## config.mk

```make
export PLATFORM = sky130hd
export DESIGN_NAME = stsq_sequencer
export DESIGN_NICKNAME = d
export VERILOG_FILES = /design/src/design/stsq_pkg.sv /design/src/design/stsq_sequencer.sv
export VERILOG_INCLUDE_DIRS = /design/src /design/src/design
export SDC_FILE = /design/constraint.sdc
export NUM_CORES = 1
export LEC_CHECK = 0
export ABC_CLOCK_PERIOD_IN_PS = 3210
export BUFFER_PORTS_ARGS = -buffer_cell sky130_fd_sc_hd__clkbuf_2
export CORE_ASPECT_RATIO = 1.5
export CORE_MARGIN = 4
export CORE_UTILIZATION = 58
export DETAILED_ROUTE_END_ITERATION = 16
export PLACE_DENSITY = 0.83
export SLEW_MARGIN = 0
export SYNTH_ARGS = -nofsm -noshare
export SYNTH_HDL_FRONTEND = slang
export SYNTH_SLANG_ARGS = --single-unit
```

## constraint.sdc

```tcl
create_clock -name clk_i -period 3.21 [get_ports clk_i]
set_input_delay 0.321 -clock clk_i [delete_from_list [all_inputs] [get_ports clk_i]]
set_output_delay 0.321 -clock clk_i [all_outputs]
set_load 0.02 [all_outputs]
```

## src/design/stsq_defines.svh

```systemverilog
`ifndef STSQ_DEFINES_SVH
`define STSQ_DEFINES_SVH
// register byte offsets
`define STSQ_OFF_CTRL 8'h00
`define STSQ_OFF_CMD 8'h04
`define STSQ_OFF_REPEAT 8'h08
`define STSQ_OFF_WLEN 8'h0c
`define STSQ_OFF_LSEG 8'h10
`define STSQ_OFF_STATUS 8'h14
// ctrl fields
`define STSQ_CTRL_SRC_LSB 0
`define STSQ_CTRL_FALL_BIT 4
`define STSQ_CTRL_MODE_LSB 5
`define STSQ_CTRL_SEQ_BIT 7
// command bits
`define STSQ_CMD_INIT_BIT 0
`define STSQ_CMD_SW_BIT 1
`define STSQ_CMD_ABORT_BIT 2
// source codes
`define STSQ_SRC_IMM 4'h0
`define STSQ_SRC_SW 4'h1
`define STSQ_SRC_EXT_FIRST 4'h2
`define STSQ_SRC_EXT_LAST 4'hb
// reset values
`define STSQ_RST_REPEAT 16'h0000
`define STSQ_RST_WLEN 16'h00ff
`define STSQ_RST_LSEG 8'h00
// number of synchronised external trigger inputs
`define STSQ_N_EXT 10
`endif

```

## src/design/stsq_pkg.sv

```systemverilog
package stsq_pkg;
  typedef enum logic [1:0] {ST_IDLE, ST_ARMED, ST_RUN, ST_HOLD} stsq_state_t;
  typedef enum logic [1:0] {TM_SINGLE, TM_CONT, TM_STEP, TM_BURST} stsq_tmode_t;

  typedef struct packed {
    logic [7:0] seg;
    logic [15:0] samp;
    logic wave_end;
  } stsq_play_t;

  typedef struct packed {
    logic [3:0] src;
    logic fall;
    stsq_tmode_t tmode;
    logic seq;
    logic [15:0] repeat_cnt;
    logic [15:0] wlen;
    logic [7:0] last_seg;
  } stsq_cfg_t;

  typedef struct packed {
    stsq_state_t st;
    stsq_cfg_t cfg;
    logic [9:0] sync1;
    logic [9:0] sync2;
    logic [9:0] sync3;
    logic consumed;
    logic [7:0] seg;
    logic [15:0] samp;
    logic [15:0] rep;
    logic ack;
    logic [31:0] rdat;
    logic v0;
    logic v1;
    stsq_play_t e0;
    stsq_play_t e1;
    logic hold;
  } stsq_reg_t;
endpackage

```

## src/design/stsq_sequencer.sv

```systemverilog
// The Wishbone register port and the register addresses are this design's own decisions.
`timescale 1ns/1ps
`include "stsq_defines.svh"

module stsq_sequencer (
  // clock and reset
  input wire logic clk_i,
  input wire logic rst_i,
  // wishbone slave
  input wire logic wb_cyc_i,
  input wire logic wb_stb_i,
  input wire logic wb_we_i,
  input wire logic [7:0] wb_adr_i,
  input wire logic [3:0] wb_sel_i,
  input wire logic [31:0] wb_dat_i,
  output logic [31:0] wb_dat_o,
  output logic wb_ack_o,
  // external trigger inputs
  input wire logic front_trigger_input_a_i,
  input wire logic front_trigger_input_b_i,
  input wire logic [7:0] backplane_trigger_i,
  // playback stream
  output logic play_valid_o,
  output stsq_pkg::stsq_play_t play_data_o,
  input wire logic play_ready_i,
  // status
  output logic hold_last_o
);

  stsq_pkg::stsq_reg_t q;
  stsq_pkg::stsq_reg_t d;

  // ==========================================================
  // helpers
  function automatic logic [31:0] merge(input logic [31:0] old, input logic [31:0] nw, input logic [3:0] sel);
    logic [31:0] r;
    r = old;
    for (int i = 0; i < 4; i++) begin
      if (sel[i]) begin
        r[i*8 +: 8] = nw[i*8 +: 8];
      end
    end
    return r;
  endfunction

  logic acc;
  logic wr;
  logic init_cmd;
  logic sw_cmd;
  logic abort_cmd;
  logic [9:0] rise;
  logic [9:0] fall;
  logic [9:0] edges;
  logic [3:0] ext_idx;
  logic trig;
  logic start;
  logic push;
  logic pop;
  logic wave_end;
  logic pass_end;
  logic [31:0] ctrl_rd;
  logic [31:0] wv;
  stsq_pkg::stsq_play_t pw;

  always_comb begin
    d = q;
    wv = 32'h0000_0000;
    pw = '0;
    push = 1'b0;
    pass_end = 1'b0;

    // ==========================================================
    // wishbone slave: ack one cycle after request, dropped next
    acc = wb_cyc_i & wb_stb_i & ~q.ack;
    wr = acc & wb_we_i;
    d.ack = acc;
    init_cmd = wr && wb_adr_i == `STSQ_OFF_CMD && wb_sel_i[0] && wb_dat_i[`STSQ_CMD_INIT_BIT];
    sw_cmd = wr && wb_adr_i == `STSQ_OFF_CMD && wb_sel_i[0] && wb_dat_i[`STSQ_CMD_SW_BIT];
    abort_cmd = wr && wb_adr_i == `STSQ_OFF_CMD && wb_sel_i[0] && wb_dat_i[`STSQ_CMD_ABORT_BIT];

    ctrl_rd = 32'h0000_0000;
    ctrl_rd[`STSQ_CTRL_SRC_LSB +: 4] = q.cfg.src;
    ctrl_rd[`STSQ_CTRL_FALL_BIT] = q.cfg.fall;
    ctrl_rd[`STSQ_CTRL_MODE_LSB +: 2] = q.cfg.tmode;
    ctrl_rd[`STSQ_CTRL_SEQ_BIT] = q.cfg.seq;

    if (wr) begin
      unique case (wb_adr_i)
        `STSQ_OFF_CTRL: begin
          wv = merge(ctrl_rd, wb_dat_i, wb_sel_i);
          d.cfg.src = wv[`STSQ_CTRL_SRC_LSB +: 4];
          d.cfg.fall = wv[`STSQ_CTRL_FALL_BIT];
          d.cfg.tmode = stsq_pkg::stsq_tmode_t'(wv[`STSQ_CTRL_MODE_LSB +: 2]);
          d.cfg.seq = wv[`STSQ_CTRL_SEQ_BIT];
        end
        `STSQ_OFF_REPEAT: begin
          wv = merge({16'h0000, q.cfg.repeat_cnt}, wb_dat_i, wb_sel_i);
          d.cfg.repeat_cnt = wv[15:0];
        end
        `STSQ_OFF_WLEN: begin
          wv = merge({16'h0000, q.cfg.wlen}, wb_dat_i, wb_sel_i);
          d.cfg.wlen = wv[15:0];
        end
        `STSQ_OFF_LSEG: begin
          wv = merge({24'h00_0000, q.cfg.last_seg}, wb_dat_i, wb_sel_i);
          d.cfg.last_seg = wv[7:0];
        end
        default: begin
        end
      endcase
    end

    if (acc) begin
      unique case (wb_adr_i)
        `STSQ_OFF_CTRL: d.rdat = ctrl_rd;
        `STSQ_OFF_REPEAT: d.rdat = {16'h0000, q.cfg.repeat_cnt};
        `STSQ_OFF_WLEN: d.rdat = {16'h0000, q.cfg.wlen};
        `STSQ_OFF_LSEG: d.rdat = {24'h00_0000, q.cfg.last_seg};
        `STSQ_OFF_STATUS: d.rdat = {16'h0000, q.seg, 4'h0, q.consumed, q.hold, q.st};
        default: d.rdat = 32'h0000_0000;
      endcase
    end

    // ==========================================================
    // trigger synchronisers and edge detect
    d.sync1 = {backplane_trigger_i, front_trigger_input_b_i, front_trigger_input_a_i};
    d.sync2 = q.sync1;
    d.sync3 = q.sync2;
    rise = q.sync2 & ~q.sync3;
    fall = ~q.sync2 & q.sync3;
    edges = q.cfg.fall ? fall : rise;
    ext_idx = q.cfg.src - `STSQ_SRC_EXT_FIRST;
    if (q.cfg.src == `STSQ_SRC_SW) begin
      trig = sw_cmd;
    end else if (q.cfg.src >= `STSQ_SRC_EXT_FIRST && q.cfg.src <= `STSQ_SRC_EXT_LAST) begin
      trig = edges[ext_idx];
    end else begin
      trig = 1'b0;
    end

    // ==========================================================
    // two-entry play buffer, pop side first
    pop = q.v0 & play_ready_i;
    if (pop) begin
      d.e0 = q.e1;
      d.v0 = q.v1;
      d.v1 = 1'b0;
    end

    // ==========================================================
    // sequencer
    wave_end = q.samp == q.cfg.wlen;
    start = 1'b0;
    unique case (q.st)
      stsq_pkg::ST_IDLE: begin
        // triggers of every source are dropped here
        if (init_cmd) begin
          d.st = stsq_pkg::ST_ARMED;
          d.consumed = 1'b0;
          d.hold = 1'b0;
        end
      end
      stsq_pkg::ST_ARMED: begin
        start = (q.cfg.src == `STSQ_SRC_IMM) | trig;
        if (start) begin
          d.consumed = 1'b1;
          d.st = stsq_pkg::ST_RUN;
          d.seg = 8'h00;
          d.samp = 16'h0000;
          d.rep = 16'h0000;
          d.hold = 1'b0;
        end
      end
      stsq_pkg::ST_RUN: begin
        // triggers during playback are ignored in every mode
        push = ~q.v1;
        if (push) begin
          pw.seg = q.seg;
          pw.samp = q.samp;
          pw.wave_end = wave_end;
          d.samp = q.samp + 16'h0001;
          if (wave_end) begin
            d.samp = 16'h0000;
            if (!q.cfg.seq) begin
              if (q.rep != q.cfg.repeat_cnt) begin
                d.rep = q.rep + 16'h0001;
              end else begin
                d.rep = 16'h0000;
                pass_end = 1'b1;
              end
            end else begin
              if (q.seg == q.cfg.last_seg) begin
                d.seg = 8'h00;
                pass_end = 1'b1;
              end else begin
                d.seg = q.seg + 8'h01;
                pass_end = q.cfg.tmode == stsq_pkg::TM_STEP;
              end
            end
            if (pass_end) begin
              unique case (q.cfg.tmode)
                stsq_pkg::TM_SINGLE: begin
                  d.st = stsq_pkg::ST_HOLD;
                  d.seg = q.seg;
                end
                stsq_pkg::TM_STEP: d.st = stsq_pkg::ST_HOLD;
                stsq_pkg::TM_CONT: d.st = stsq_pkg::ST_RUN;
                stsq_pkg::TM_BURST: d.st = stsq_pkg::ST_RUN;
              endcase
            end
          end
        end
      end
      stsq_pkg::ST_HOLD: begin
        // consumer keeps the final sample; no timeout
        d.hold = 1'b1;
        if (q.cfg.tmode == stsq_pkg::TM_STEP && trig) begin
          d.st = stsq_pkg::ST_RUN;
          d.hold = 1'b0;
        end
      end
    endcase
    if (init_cmd && q.st != stsq_pkg::ST_IDLE) begin
      // re-initiate restarts arming without losing queued words
      d.st = stsq_pkg::ST_ARMED;
      d.consumed = 1'b0;
      d.hold = 1'b0;
    end
    if (abort_cmd) begin
      d.st = stsq_pkg::ST_IDLE;
      d.hold = 1'b0;
    end

    // buffer push after pop so a one-entry buffer drains and refills in one cycle; no push while both entries are valid
    if (push) begin
      if (!d.v0) begin
        d.e0 = pw;
        d.v0 = 1'b1;
      end else begin
        d.e1 = pw;
        d.v1 = 1'b1;
      end
    end
  end

  always_ff @(posedge clk_i) begin
    if (rst_i) begin
      q <= '0;
      q.st <= stsq_pkg::ST_IDLE;
      q.cfg.tmode <= stsq_pkg::TM_SINGLE;
      q.cfg.repeat_cnt <= `STSQ_RST_REPEAT;
      q.cfg.wlen <= `STSQ_RST_WLEN;
      q.cfg.last_seg <= `STSQ_RST_LSEG;
    end else begin
      q <= d;
    end
  end

  // ==========================================================
  // outputs straight from flops
  assign wb_ack_o = q.ack;
  assign wb_dat_o = q.rdat;
  assign play_valid_o = q.v0;
  assign play_data_o = q.e0;
  assign hold_last_o = q.hold;

endmodule

```

Word level (Yosys, flattened, before mapping)
Index checks and enable logic that the tools add are counted.
{ "word_totals": {"out_inout_bits": 60, "inputBits": 60, "regBits": 207, "word_cells": 155} }
{ "classes": {"addsub": 4, "n_reduce_logical": 35, "n_eq_ne": 29, "n_mux": 44, "order_cmp": 3, "bitwise": 11} }
{ "op_table": {"columns": ["operator", "count"], "rows": [
  ["2-to-1 mux 25 bit", 4],
  ["2-to-1 mux 40 bit", 2],
  ["case mux 16 bit (5 select lines)", 1],
  ["case mux 40 bit (2 select lines)", 1],
  ["2-to-1 mux 52 bit", 1],
  ["2-to-1 mux 41 bit", 1],
  ["adder 16 x 1 -> 16 bit, second input constant", 2],
  ["2-to-1 mux 16 bit", 2],
  ["2-to-1 mux 8 bit", 4],
  ["2-to-1 mux 27 bit", 1],
  ["AND reduction 3 bit", 9],
  ["!= test 3 bit, second input constant", 7],
  ["AND 10 bit", 2],
  ["NOT 10 bit", 2],
  ["equality test 16 bit", 1],
  ["equality test 8 x 4 -> 1 bit, second input constant", 2],
  ["equality test 8 x 5 -> 1 bit, second input constant", 2],
  ["!= test 16 bit", 1],
  ["2-to-1 mux 1 bit", 15],
  ["!= test 2 bit, second input constant", 7],
  ["2-to-1 mux 2 bit", 6],
  ["AND reduction 6 bit", 2],
  ["2-to-1 mux 10 bit", 1],
  ["AND reduction 5 bit", 2],
  ["other kinds (27)", 48]
]} }

Depth between registers and ports, before layout
Gate-level depths: netlist (run 1).
{ "logic_depth": {"depth_word": 11, "ltp_mapped": 13, "depth_no_buf": 9} }

Worst setup path after synthesis (run 1)
OpenSTA, ideal clock, no wires.
{ "synth_timing": {"path_kind": "register to register", "startpoint": "register q (netlist bit ctrl_rd[1])", "endpoint": "register q[100] in the netlist's numbering", "synth_period_minus_slack_ns": 2.818, "path_stages_with_launch": 12, "setup_time_ns": 0.131, "arrival_ns": 2.687, "n_path_buf": 4, "slack_ns": 0.392, "required_ns": 3.079, "cell_sequence": "dfxtp_1 buf_6 or3b_1 and4_1 or4_4 o211a_1 o211a_1 buf_6 buf_6 buf_6 o311ai_2 o41ai_2"} }
{ "synth_between": {"elab_chain_len": 8, "word_cells_on_any_way": 13, "cone_classes": "add/sub (1); order compare (2); eq/ne (2); mux (4); bitwise (1); reduce/logical (3)"} }
{ "synth_lines": {"columns": ["item", "line", "source"], "rows": [
  ["start: declaration", "stsq_sequencer.sv:30", "stsq_pkg::stsq_reg_t q;"],
  ["subtractor 4 x 2 -> 4 bit (no source line)", null, null],
  ["binary-select mux 1 bit (select 4 bit)", "stsq_sequencer.sv:136", "trig = edges[ext_idx];"],
  ["2-to-1 mux 1 bit (implied by the code)", "stsq_sequencer.sv:136", null],
  ["2-to-1 mux 1 bit", "stsq_sequencer.sv:135", "end else if (q.cfg.src >= `STSQ_SRC_EXT_FIRST && q.cfg.src <= `STSQ_SRC_EXT_LAST) begin"],
  ["2-to-1 mux 1 bit", "stsq_sequencer.sv:133", "if (q.cfg.src == `STSQ_SRC_SW) begin"],
  ["OR 1 bit *", "stsq_sequencer.sv:164", "start = (q.cfg.src == `STSQ_SRC_IMM) | trig;"],
  ["!= test 2 bit (no source line) *", null, null],
  ["AND reduction 5 bit (no source line) *", null, null]
]} }
Mark *: on every way between the ends. The rest lies on a longest branch, timed or not. The select of a mux whose other input is x is not followed.
A chain may end at the register's enable or synchronous reset.

Final worst setup path (run 1)
{ "layout_timing": {"startpoint": "register q[133] in the netlist's numbering", "endpoint": "register q[101] in the netlist's numbering"} }
{ "layout_between": {"elab_chain_len": 10, "word_cells_on_any_way": 11, "cone_classes": "eq/ne (1); mux (5); bitwise (4); reduce/logical (1)"} }
{ "layout_lines": {"columns": ["item", "line", "source"], "rows": [
  ["NOT 10 bit", "stsq_sequencer.sv:129", "rise = q.sync2 & ~q.sync3;"],
  ["AND 10 bit", "stsq_sequencer.sv:129", null],
  ["2-to-1 mux 10 bit *", "stsq_sequencer.sv:131", "edges = q.cfg.fall ? fall : rise;"],
  ["binary-select mux 1 bit (select 4 bit) *", "stsq_sequencer.sv:136", null],
  ["2-to-1 mux 1 bit (implied by the code) *", "stsq_sequencer.sv:136", null],
  ["2-to-1 mux 1 bit *", "stsq_sequencer.sv:135", null],
  ["2-to-1 mux 1 bit *", "stsq_sequencer.sv:133", null],
  ["OR 1 bit *", "stsq_sequencer.sv:164", null],
  ["!= test 2 bit (no source line) *", null, null],
  ["AND reduction 5 bit (no source line) *", null, null]
]} }
Marks and branches as above.

==> results of run 1 <==
==> layout make-up <==
class | count | area (um^2)
clock inverters | 8 | 106
flip-flops and latches | 191 | 3820
well taps | 203 | 254
inverters | 19 | 71.3
clock buffers | 22 | 494
repair buffers | 117 | 681
fillers | 1339 | 5580
multi-input cells | 795 | 4760
==> path summary, 6_finish.rpt <==
kind	from	endpoint	slack, ps	cells after the start
worst min-delay path	backplane_trigger_i[5]	d[144]$_SDFF_PP0_	90	2
worst max register to register	q[133]$_SDFF_PP0_	q[101]$_SDFFE_PP0P_	250	8
worst max-delay path	q[133]$_SDFF_PP0_	q[101]$_SDFFE_PP0P_	250	8
worst min register to register	d[145]$_SDFF_PP0_	d[135]$_SDFF_PP0_	440	1
==> stage by stage <==
stage,hold slack (ps),std cells,util [%],power [W]
2_1_floorplan,414,1141,-,0.00257
4_1_cts,83.9,1355,64.6,0.00474
6_report,89.7,1355,64.6,0.00472
5_1_grt,97.7,1355,64.6,0.00486
3_5_place_dp,424,1325,60.8,0.00262
3_3_place_gp,419,1325,60.8,0.00262
==> routing by layer <==
| metal | track usage (%) | share of wire (%) |
|---|---|---|
| met5 | 0 | 0 |
| met4 | 16.0 | 6.1 |
| met3 | 4.74 | 5.8 |
| met2 | 46.0 | 50 |
| met1 | 28.5 | 38 |
==> kinds of logic (layout without fill, tap and decap cells) <==
kind of cell	Yosys count	count (layout)	share of synthesized area, %
adder cells (fa/ha/maj)	5	5	0.668
AND/OR/NAND/NOR	464	464	24.0
AO/OA/AOI/OAI	219	219	16.2
buffers and inverters	155	166	8.95
flip-flops	191	191	40.8
XOR/XNOR	41	41	3.83
multiplexers	50	50	5.48
other	1	16	0.0400
==> power groups by stage <==
stage	clock (W)	sequential (W)	combinational (W)
global route	0.00227	0.00240	0.000190
global placement	0	0.00245	0.000173
finish	0.00215	0.00240	0.000177
CTS	0.00217	0.00240	0.000175
detailed placement	0	0.00245	0.000175
floorplan	0	0.00245	0.000125
==> registers in the layout, indices dropped and copies added, names as in the netlist <==
register      flops
ctrl_rd           8
d                20
hold_last_o       1
play_data_o      25
play_valid_o      1
q               119
wb_ack_o          1
wb_dat_o         16
==> placed cells by master, fill, tap and decap left out, types with 5 or more instances in the layout <==
cell	count
and3b_1	5
nand2_1	157
or4_1	7
o311ai_0	7
inv_1	19
mux2i_1	49
o21ai_1	8
xnor2_1	33
clkbuf_16	17
nor4_1	10
a22oi_1	17
or3_1	9
nor3_1	12
nand3_1	49
nor2b_1	39
and3_1	15
dfxtp_1	191
clkbuf_8	5
a311oi_1	26
conb_1	16
nand3b_1	11
o31ai_1	14
clkbuf_2	84
and2_1	8
ha_1	5
a31oi_1	6
o21ai_0	29
buf_4	32
a21oi_1	72
nor2_1	106
xor2_1	8
nand4_1	14
==> worst max-delay path, delay by kind of cell, from the launching register on <==
family,cells,cell delay [ps]
AO/OA/AOI/OAI,3,640
AND/OR/NAND/NOR,4,1660
flip-flops,1,330
buffers and inverters,1,250
==> impl_metrics.py, run 1 <==
metrics = {
    "timing": {
        "period_minus_slack_ps": 2960,
        "skew_ps": 6.17,
        "finalHoldViolCount": 0,
        "finalWorstSetupSlack_ps": 253,
        "post-route-period-util_pct": 92.1,
        "max-slew-margin-rel_pct": 36.5,
        "setup_tns_ps": 0,
        "report.final.slew_viol_count": 0,
        "fmax_mhz": 338,
        "worstMarginPinSlew_ps": 953,
        "setup_violations": 0,
        "rsz0062_at_grt": "false",
    },
    "yosys": {
        "synth_flop_cell": "dfxtp_1",
        "synth-edff-count": 0,
        "yosys-top-cells-count": "dfxtp_1, nand2_1, nor2_1, a21oi_1, clkbuf_1",
        "synth_most_common_cell": "dfxtp_1",
        "netlist.area_leader.share_pct": 40.8,
        "synth.cell_area_um2": 9370,
        "syn_area_per_cell_um2": 8.32,
        "synthDistinctLibCells": 63,
        "async_reset_ff_share_pct": 0,
        "synth_seq_cells": 191,
        "netlist_instances": 1126,
        "ys_seq_area_share_pct": 40.8,
        "synth_top_cell_by_area": "dfxtp_1",
        "ys_top_cells_by_area": "dfxtp_1, nand2_1, mux2i_1",
        "ys_warn_count": 0,
    },
    "layout": {
        "layout-drive-gt1-share_pct": 14.6,
        "num_antenna_cells": 0,
        "finish.net_count": 1206,
        "area_growth_pct": 8.80,
        "final_cell_area_um2": 10200,
    },
    "clock_network": {
        "cts_tree": "done",
        "post-cts-setup-buffers": 0,
        "clk_latency_ps": 440,
        "clkTransAtPathRegs_ps": 70,
        "cts_htree_levels": 4,
        "cts_buffer_depth": 2,
        "clockRootBuffer": "clkbuf_16",
        "cts_sinks": 191,
        "cts_buffers": 17,
        "ctsResizeCount": 0,
        "cts-hold-fix-buffers": 0,
    },
    "pwr": {
        "power_density_nw_per_um2": 463,
        "leakagePower_nw": 3.73,
        "total_switching_power_w": 0.00103,
        "p_seq_share_pct": 50.8,
        "internal_power_w": 0.00368,
        "clkPwrFrac_pct": 45.5,
        "swShare_pct": 21.9,
        "combPwrFrac_pct": 3.8,
        "worst_ir_drop_vdd_mv": 0.360,
    },
    "run": {
        "drv_cap": 0,
    },
    "global_routing": {
        "grt_antenna_before_repair": 0,
        "grt_overflow": 0,
        "grt_pass1_wl_mm": 38.6,
        "globalRouteTotalUtil_pct": 25.9,
        "grt_pass1_vias": 8018,
        "grt_max_degree": 89,
    },
    "critical_path": {
        "cp-end-kind": "flip-flop",
        "crit_slowest_cell": "or3_1",
        "critPathKind": "flip-flop to flip-flop",
        "worst_path_most_repeated_cell": "o211a_1",
        "critPathMaxFanout": 9,
        "worstPathCellList": "or3b_1, and4_1, or4_4, o211a_1, o211a_1, or3_1, buf_4, o21ai_1",
        "arrival_ps": 3320,
        "critPathRequiredTime_ps": 3580,
        "cp-start-kind": "flip-flop",
        "cpPeakStageDelay_ps": 580,
    },
    "routing": {
        "dr.pass1.iters": 5,
        "via_count": 8201,
        "postRouteAntennaNets": 0,
        "vias_per_cell": 6.05,
        "drt_iter0_drc": 727,
        "drc_errors": 0,
        "wl_per_cell_um": 17.2,
        "routed_wl_mm": 23.4,
    },
    "floorplan": {
        "die_w_um": 112,
        "die-area_um2": 18300,
        "ios": 120,
        "die_y_um": 164,
        "num_rows": 56,
        "initial_utilization_pct": 59.4,
        "coreArea_um2": 15800,
    },
    "place": {
        "port_buffers": 85,
        "post-place-ws_ps": 280,
        "hpwl_mm": 16.3,
        "gp_congestion": 0.883,
        "placed_cell_area_um2": 9590,
    },
    "hold_path": {
        "worst_hold_path_type": "input pin to flip-flop",
    },
    "status": {
        "status": "completed",
    },
}
Power figures use the tool's default switching activity.
==> run 2: changes to the inputs <==
- ABC_CLOCK_PERIOD_IN_PS: 3210 -> 3000
- CELL_PAD_IN_SITES_DETAIL_PLACEMENT: unset -> 1
- CELL_PAD_IN_SITES_GLOBAL_PLACEMENT: unset -> 2
- CORE_UTILIZATION: 58 -> 35
- clock period: 3.21 -> 3 ns (I/O delays scaled with it)
==> impl_metrics.py, run 2 (same netlist as run 1, synthesis figures left out) <==
metrics = {
    "floorplan": {
        "die_y_um": 208,
        "die_w_um": 142,
        "ios": 120,
        "die-area_um2": 29500,
        "initial_utilization_pct": 35.4,
        "coreArea_um2": 26500,
        "num_rows": 73,
    },
    "clock_network": {
        "cts-hold-fix-buffers": 0,
        "cts_tree": "done",
        "clk_latency_ps": 450,
        "cts_buffer_depth": 2,
        "cts_buffers": 17,
        "cts_htree_levels": 4,
        "clockRootBuffer": "clkbuf_16",
        "cts_sinks": 191,
        "clkTransAtPathRegs_ps": 80,
    },
    "routing": {
        "dr.pass1.iters": 4,
        "vias_per_cell": 5.38,
        "postRouteAntennaNets": 0,
        "routed_wl_mm": 27.7,
        "met2_wirelength_mm": 14.8,
        "drt_iter0_drc": 421,
        "dr_wl_met3_um": 952,
        "drc_errors": 0,
        "via_count": 8096,
        "met1_length_mm": 11.2,
        "routed.top_layer": "met4",
        "wl_per_cell_um": 18.4,
    },
    "layout": {
        "regArea_um2": 3820,
        "nFillCells": 3176,
        "area_growth_pct": 12.1,
        "multi_input_area_um2": 4780,
        "largest_reg_flops": 119,
        "num_antenna_cells": 0,
        "finish.net_count": 1220,
        "regMostFlops": "q",
        "layout-drive-gt1-share_pct": 16.0,
        "mostFrequentLayoutCell": "dfxtp_1",
        "layout_common_cells": "dfxtp_1, nand2_1, nor2_1, clkbuf_2, a21oi_1",
    },
    "timing": {
        "hold_ws_ps": 55.8,
        "fmax_mhz": 343,
        "period_minus_slack_ps": 2910,
        "setup_violations": 0,
        "worstMarginPinSlew_ps": 756,
        "skew_ps": 12.1,
        "finalWorstSetupSlack_ps": 86.7,
        "finalHoldViolCount": 0,
        "report.final.slew_viol_count": 0,
        "max-slew-margin-rel_pct": 49.6,
        "post-route-period-util_pct": 97.1,
        "rsz0062_at_grt": "false",
    },
    "critical_path": {
        "cp-start-kind": "flip-flop",
        "critPathMaxFanout": 15,
        "critPathRequiredTime_ps": 3360,
        "critPathKind": "flip-flop to flip-flop",
        "cp-end-kind": "flip-flop",
        "arrival_ps": 3270,
    },
    "global_routing": {
        "grt_antenna_before_repair": 0,
        "grt_overflow": 0,
        "grt_pass1_wl_mm": 44.6,
        "globalRouteTotalUtil_pct": 18.9,
        "grt_pass1_vias": 8178,
        "grt_max_degree": 166,
    },
    "place": {
        "hpwl_mm": 19.9,
        "post-place-ws_ps": -14.3,
        "gp_congestion": 0.818,
        "port_buffers": 85,
    },
    "pwr": {
        "leakagePower_nw": 3.81,
        "worst_ir_drop_vdd_mv": 0.391,
        "power_density_nw_per_um2": 485,
    },
    "run": {
        "drv_cap": 0,
    },
    "hold_path": {
        "worst_hold_path_type": "input pin to flip-flop",
    },
    "status": {
        "status": "completed",
    },
}
==> run 2: cell count changes in the layout (fill, tap and decap cells not counted), sizes merged <==
cell	delta
clkbuf	-5
bufinv	-1
buf	+14
inv	+10
clkinvlp	-2
==> run 2: final cells by class <==
class	instances	area share [%]
timing repair buffer	131	7.76
multi-input combinational	795	45.5
inverter	19	0.679
clock buffer	17	4.05
clock inverter	15	1.59
tap	337	4.02
sequential	191	36.4
==> run 2: timing repair <==
| action | CTS | global route |
|---|---|---|
| endpoints found under the setup margin | 4 | 19 |
| setup buffers | 0 | 1 |
| resized for setup | 1 | 4 |
| cloned | 0 | 0 |
==> run 2: power breakdown <==
part / internal (W) / switching [W] / total, W
clock: 0.00120 / 0.00113 / 0.00233
combinational: 0.0000601 / 0.000140 / 0.000201
sequential: 0.00255 / 0.00000863 / 0.00256
==> run 2: metal layers <==
layer  global-route usage (%)  up-vias
met2                     34.5      143
met4                     7.02        0
met5                        0        -
met1                     21.8     3975
met3                     3.33       35
li1                         -     3943
==> run 2: worst max-delay path, stage by stage (launching register included) <==
cell and delay, ps:
dfxtp_1 320, or3b_1 370, and4_1 200, or4_4 530, o211a_1 250, o211a_4 290, or3_1 370, buf_4 210
o41ai_2 260
==> run 2: path summary, 6_finish.rpt <==
kind	start	endpoint	slack, ps	cells after the start
max	ctrl_rd[1]$_SDFFE_PP0P_	q[94]$_SDFFE_PP0P_	90	8
min	backplane_trigger_i[1]	d[140]$_SDFF_PP0_	60	2
max reg2reg	ctrl_rd[1]$_SDFFE_PP0P_	q[94]$_SDFFE_PP0P_	90	8
min reg2reg	d[140]$_SDFF_PP0_	d[130]$_SDFF_PP0_	440	1
==> run 2: per-stage QoR <==
stage	total power (W)	instance area, um^2	instances	setup TNS [ps]	utilization, %
3_3_place_gp	0.00282	9880	1472	0	37.3
4_1_cts	0.00516	10500	1504	0	39.5
3_5_place_dp	0.00282	9880	1472	-16.1	37.3
2_1_floorplan	0.00275	9420	1141	0	-
5_1_grt	0.00527	10500	1505	0	39.6
6_report	0.00509	10500	1505	0	39.6
==> run 3: changes to the inputs <==
--- a/config.mk
+++ b/config.mk
@@ -8,2 +8,3 @@
 export LEC_CHECK = 0
+export ABC_AREA = 1
 export ABC_CLOCK_PERIOD_IN_PS = 3000
@@ -14,3 +15,3 @@
 export CORE_MARGIN = 4
-export CORE_UTILIZATION = 35
+export CORE_UTILIZATION = 33
 export DETAILED_ROUTE_END_ITERATION = 16
==> constraint.sdc (replaced) <==
create_clock -name clk_i -period 3 [get_ports clk_i]
set_input_delay 0.6 -clock clk_i [delete_from_list [all_inputs] [get_ports clk_i]]
set_output_delay 0.6 -clock clk_i [all_outputs]
set_load 0.02 [all_outputs]
==> impl_metrics.py, run 3 <==
metrics = {
    "status": {
        "status": "completed",
    },
    "floorplan": {
        "ios": 120,
        "die_w_um": 147,
        "coreArea_um2": 28200,
        "initial_utilization_pct": 33.7,
        "die-area_um2": 31700,
        "num_rows": 75,
        "die_y_um": 216,
    },
    "timing": {
        "max-slew-margin-rel_pct": 37.7,
        "fmax_mhz": 400,
        "post-route-period-util_pct": 83.4,
        "setup_tns_ps": 0,
        "period_minus_slack_ps": 2500,
        "finalWorstSetupSlack_ps": 498,
        "setup_violations": 0,
        "report.final.slew_viol_count": 0,
        "worstMarginPinSlew_ps": 934,
        "skew_ps": 13.2,
        "rsz0062_at_grt": "false",
        "finalHoldViolCount": 0,
    },
    "routing": {
        "postRouteAntennaNets": 0,
        "drt_iter0_drc": 400,
        "vias_per_cell": 4.95,
        "dr_wl_met3_um": 719,
        "routed.top_layer": "met4",
        "met1_length_mm": 12.1,
        "via_count": 8714,
        "routed_wl_mm": 29.3,
        "drc_errors": 0,
        "met2_wirelength_mm": 15.7,
        "wl_per_cell_um": 16.6,
        "dr.pass1.iters": 4,
    },
    "yosys": {
        "async_reset_ff_share_pct": 0,
        "synth_flop_cell": "dfxtp_1",
        "ys_top_cells_by_area": "dfxtp_1, nand2_1, nor2_1",
        "synth-edff-count": 0,
        "synth_most_common_cell": "nand2_1",
        "synthDistinctLibCells": 49,
        "synth.cell_area_um2": 9520,
        "syn_area_per_cell_um2": 7.14,
        "netlist.area_leader.share_pct": 40.2,
        "synth_seq_cells": 191,
        "synth_top_cell_by_area": "dfxtp_1",
        "ys_warn_count": 0,
        "yosys-top-cells-count": "nand2_1, dfxtp_1, nor2_1, inv_1, a21oi_1",
        "netlist_instances": 1333,
        "ys_seq_area_share_pct": 40.2,
    },
    "place": {
        "port_buffers": 85,
        "post-place-ws_ps": 356,
        "dp_cells": 1730,
        "gp_congestion": 0.882,
        "hpwl_mm": 22.3,
        "placed_cell_area_um2": 10000,
    },
    "clock_network": {
        "post-cts-setup-buffers": 0,
        "cts-hold-fix-buffers": 0,
        "cts_sinks": 191,
        "cts_htree_levels": 4,
        "clk_latency_ps": 440,
        "clockRootBuffer": "clkbuf_16",
        "clkTransAtPathRegs_ps": 70,
        "ctsResizeCount": 0,
        "cts_buffers": 17,
        "cts_tree": "done",
        "cts_buffer_depth": 2,
    },
    "pwr": {
        "worst_ir_drop_vdd_mv": 0.392,
        "power_density_nw_per_um2": 674,
        "power_w": 0.00711,
        "leakagePower_nw": 4.16,
    },
    "layout": {
        "mostFrequentLayoutCell": "nand2_1",
        "final_cell_area_um2": 10600,
        "regMostFlops": "q",
        "layout-drive-gt1-share_pct": 12.6,
        "stdcell_count": 1761,
        "layout_common_cells": "nand2_1, dfxtp_1, nor2_1, inv_1, a21oi_1",
        "area_growth_pct": 10.9,
        "finish.net_count": 1429,
        "largest_reg_flops": 119,
        "num_antenna_cells": 0,
    },
    "critical_path": {
        "cpPeakStageDelay_ps": 590,
        "crit_slowest_cell": "dfxtp_1",
        "critPathMaxFanout": 17,
        "critPathKind": "flip-flop to flip-flop",
        "reg2reg_from": "ctrl_rd[1]$_SDFFE_PP0P_",
        "arrival_ps": 2860,
        "critPathRequiredTime_ps": 3360,
        "cp-start-kind": "flip-flop",
        "worst_path_most_repeated_cell": "nand2_2",
        "r2r_cells": 11,
        "reg2reg_to": "q[111]$_SDFFE_PP0P_",
        "reg2reg_slack_ps": 500,
        "startpoint": "ctrl_rd[1]$_SDFFE_PP0P_",
        "worstPathCellList": "inv_1, ha_1, nand2_1, nand3b_1, a21oi_1, nand2_2, nand3_4, nand2_2, buf_4, o21ai_0, nor3b_1",
        "cp-end-kind": "flip-flop",
        "crit_end": "q[111]$_SDFFE_PP0P_",
    },
    "global_routing": {
        "grt_antenna_before_repair": 0,
        "grt_pass1_vias": 8791,
        "grt_overflow": 0,
        "globalRouteTotalUtil_pct": 18.7,
        "grt_max_degree": 86,
        "grt_pass1_wl_mm": 47.6,
    },
    "hold_path": {
        "worst_hold_path_type": "input pin to flip-flop",
    },
    "run": {
        "drv_cap": 0,
    },
}
==> run 3: changes by cell type after synthesis, moves of 18 or more <==
cell	previous run	this run
inv_1	19	127
xnor2_1	33	7
clkbuf_1	66	41
nand3_1	49	89
o21ai_0	29	98
xor2_1	8	39
nor2b_1	39	0
a21oi_1	72	99
nor2_1	106	153
mux2i_1	49	0
nand2_1	157	247
a311oi_1	26	8
==> run 3: worst min path at each step <==
stage                              endpoint              startpoint  depth (start not counted)  slack, ps
after floorplan           d[127]$_SDFF_PP0_       d[137]$_SDFF_PP0_                          2        390
after global placement    d[129]$_SDFF_PP0_       d[139]$_SDFF_PP0_                          2        390
after detailed placement  d[130]$_SDFF_PP0_       d[140]$_SDFF_PP0_                          2        400
after CTS                 d[141]$_SDFF_PP0_  backplane_trigger_i[2]                          3        330
after global routing      d[145]$_SDFF_PP0_  backplane_trigger_i[6]                          3        330
final                     d[141]$_SDFF_PP0_  backplane_trigger_i[2]                          3        340
==> run 3: cell families after synthesis <==
| family | after synthesis | synth area share [%] |
|---|---|---|
| flip-flops | 191 | 40.2 |
| other | 1 | 0.0394 |
| AND/OR/NAND/NOR | 571 | 26.3 |
| AO/OA/AOI/OAI | 264 | 15.7 |
| XOR/XNOR | 46 | 4.23 |
| adder cells (fa/ha/maj) | 5 | 0.657 |
| buffers and inverters | 255 | 12.9 |
==> run 3: stage by stage <==
stage | util, % | hold slack (ps)
3_5_place_dp | 35.4 | 395
6_report | 37.4 | 344
3_3_place_gp | 35.4 | 389
2_1_floorplan | - | 388
5_1_grt | 37.4 | 330
4_1_cts | 37.4 | 327
==> run 3: where the power goes <==
group | switching [W] | internal [W] | total (W) | leakage (nW)
combinational | 0.00133 | 0.000559 | 0.00189 | 2.35
clock | 0.00101 | 0.00118 | 0.00220 | 0.258
sequential | 0.000236 | 0.00279 | 0.00302 | 1.55
==> run 3: worst max-delay path, delay by kind of cell, from the launching register on <==
kind / cells / cell delay [ps]
and+or+nand+nor: 6 / 830
AOI/OAI and AO/OA: 2 / 310
buffers and inverters: 2 / 350
DFF: 1 / 590
adders and majority gates: 1 / 350
==> run 3: cell type report <==
| type | count | area (um^2) |
|---|---|---|
| Clock inverter | 9 | 87.6 |
| Inverter | 136 | 513 |
| Tap cell | 385 | 482 |
| Timing Repair Buffer | 116 | 658 |
| Sequential cell | 191 | 3820 |
| Fill cell | 3597 | 17700 |
| Multi-Input combinational cell | 902 | 4530 |
| Clock buffer | 22 | 464 |
==> run 3: layer usage <==
layer,global-route usage (%),vias up
met2,34.9,123
li1,-,4393
met1,21.6,4164
met4,5.90,0
met3,2.77,34
met5,0,-
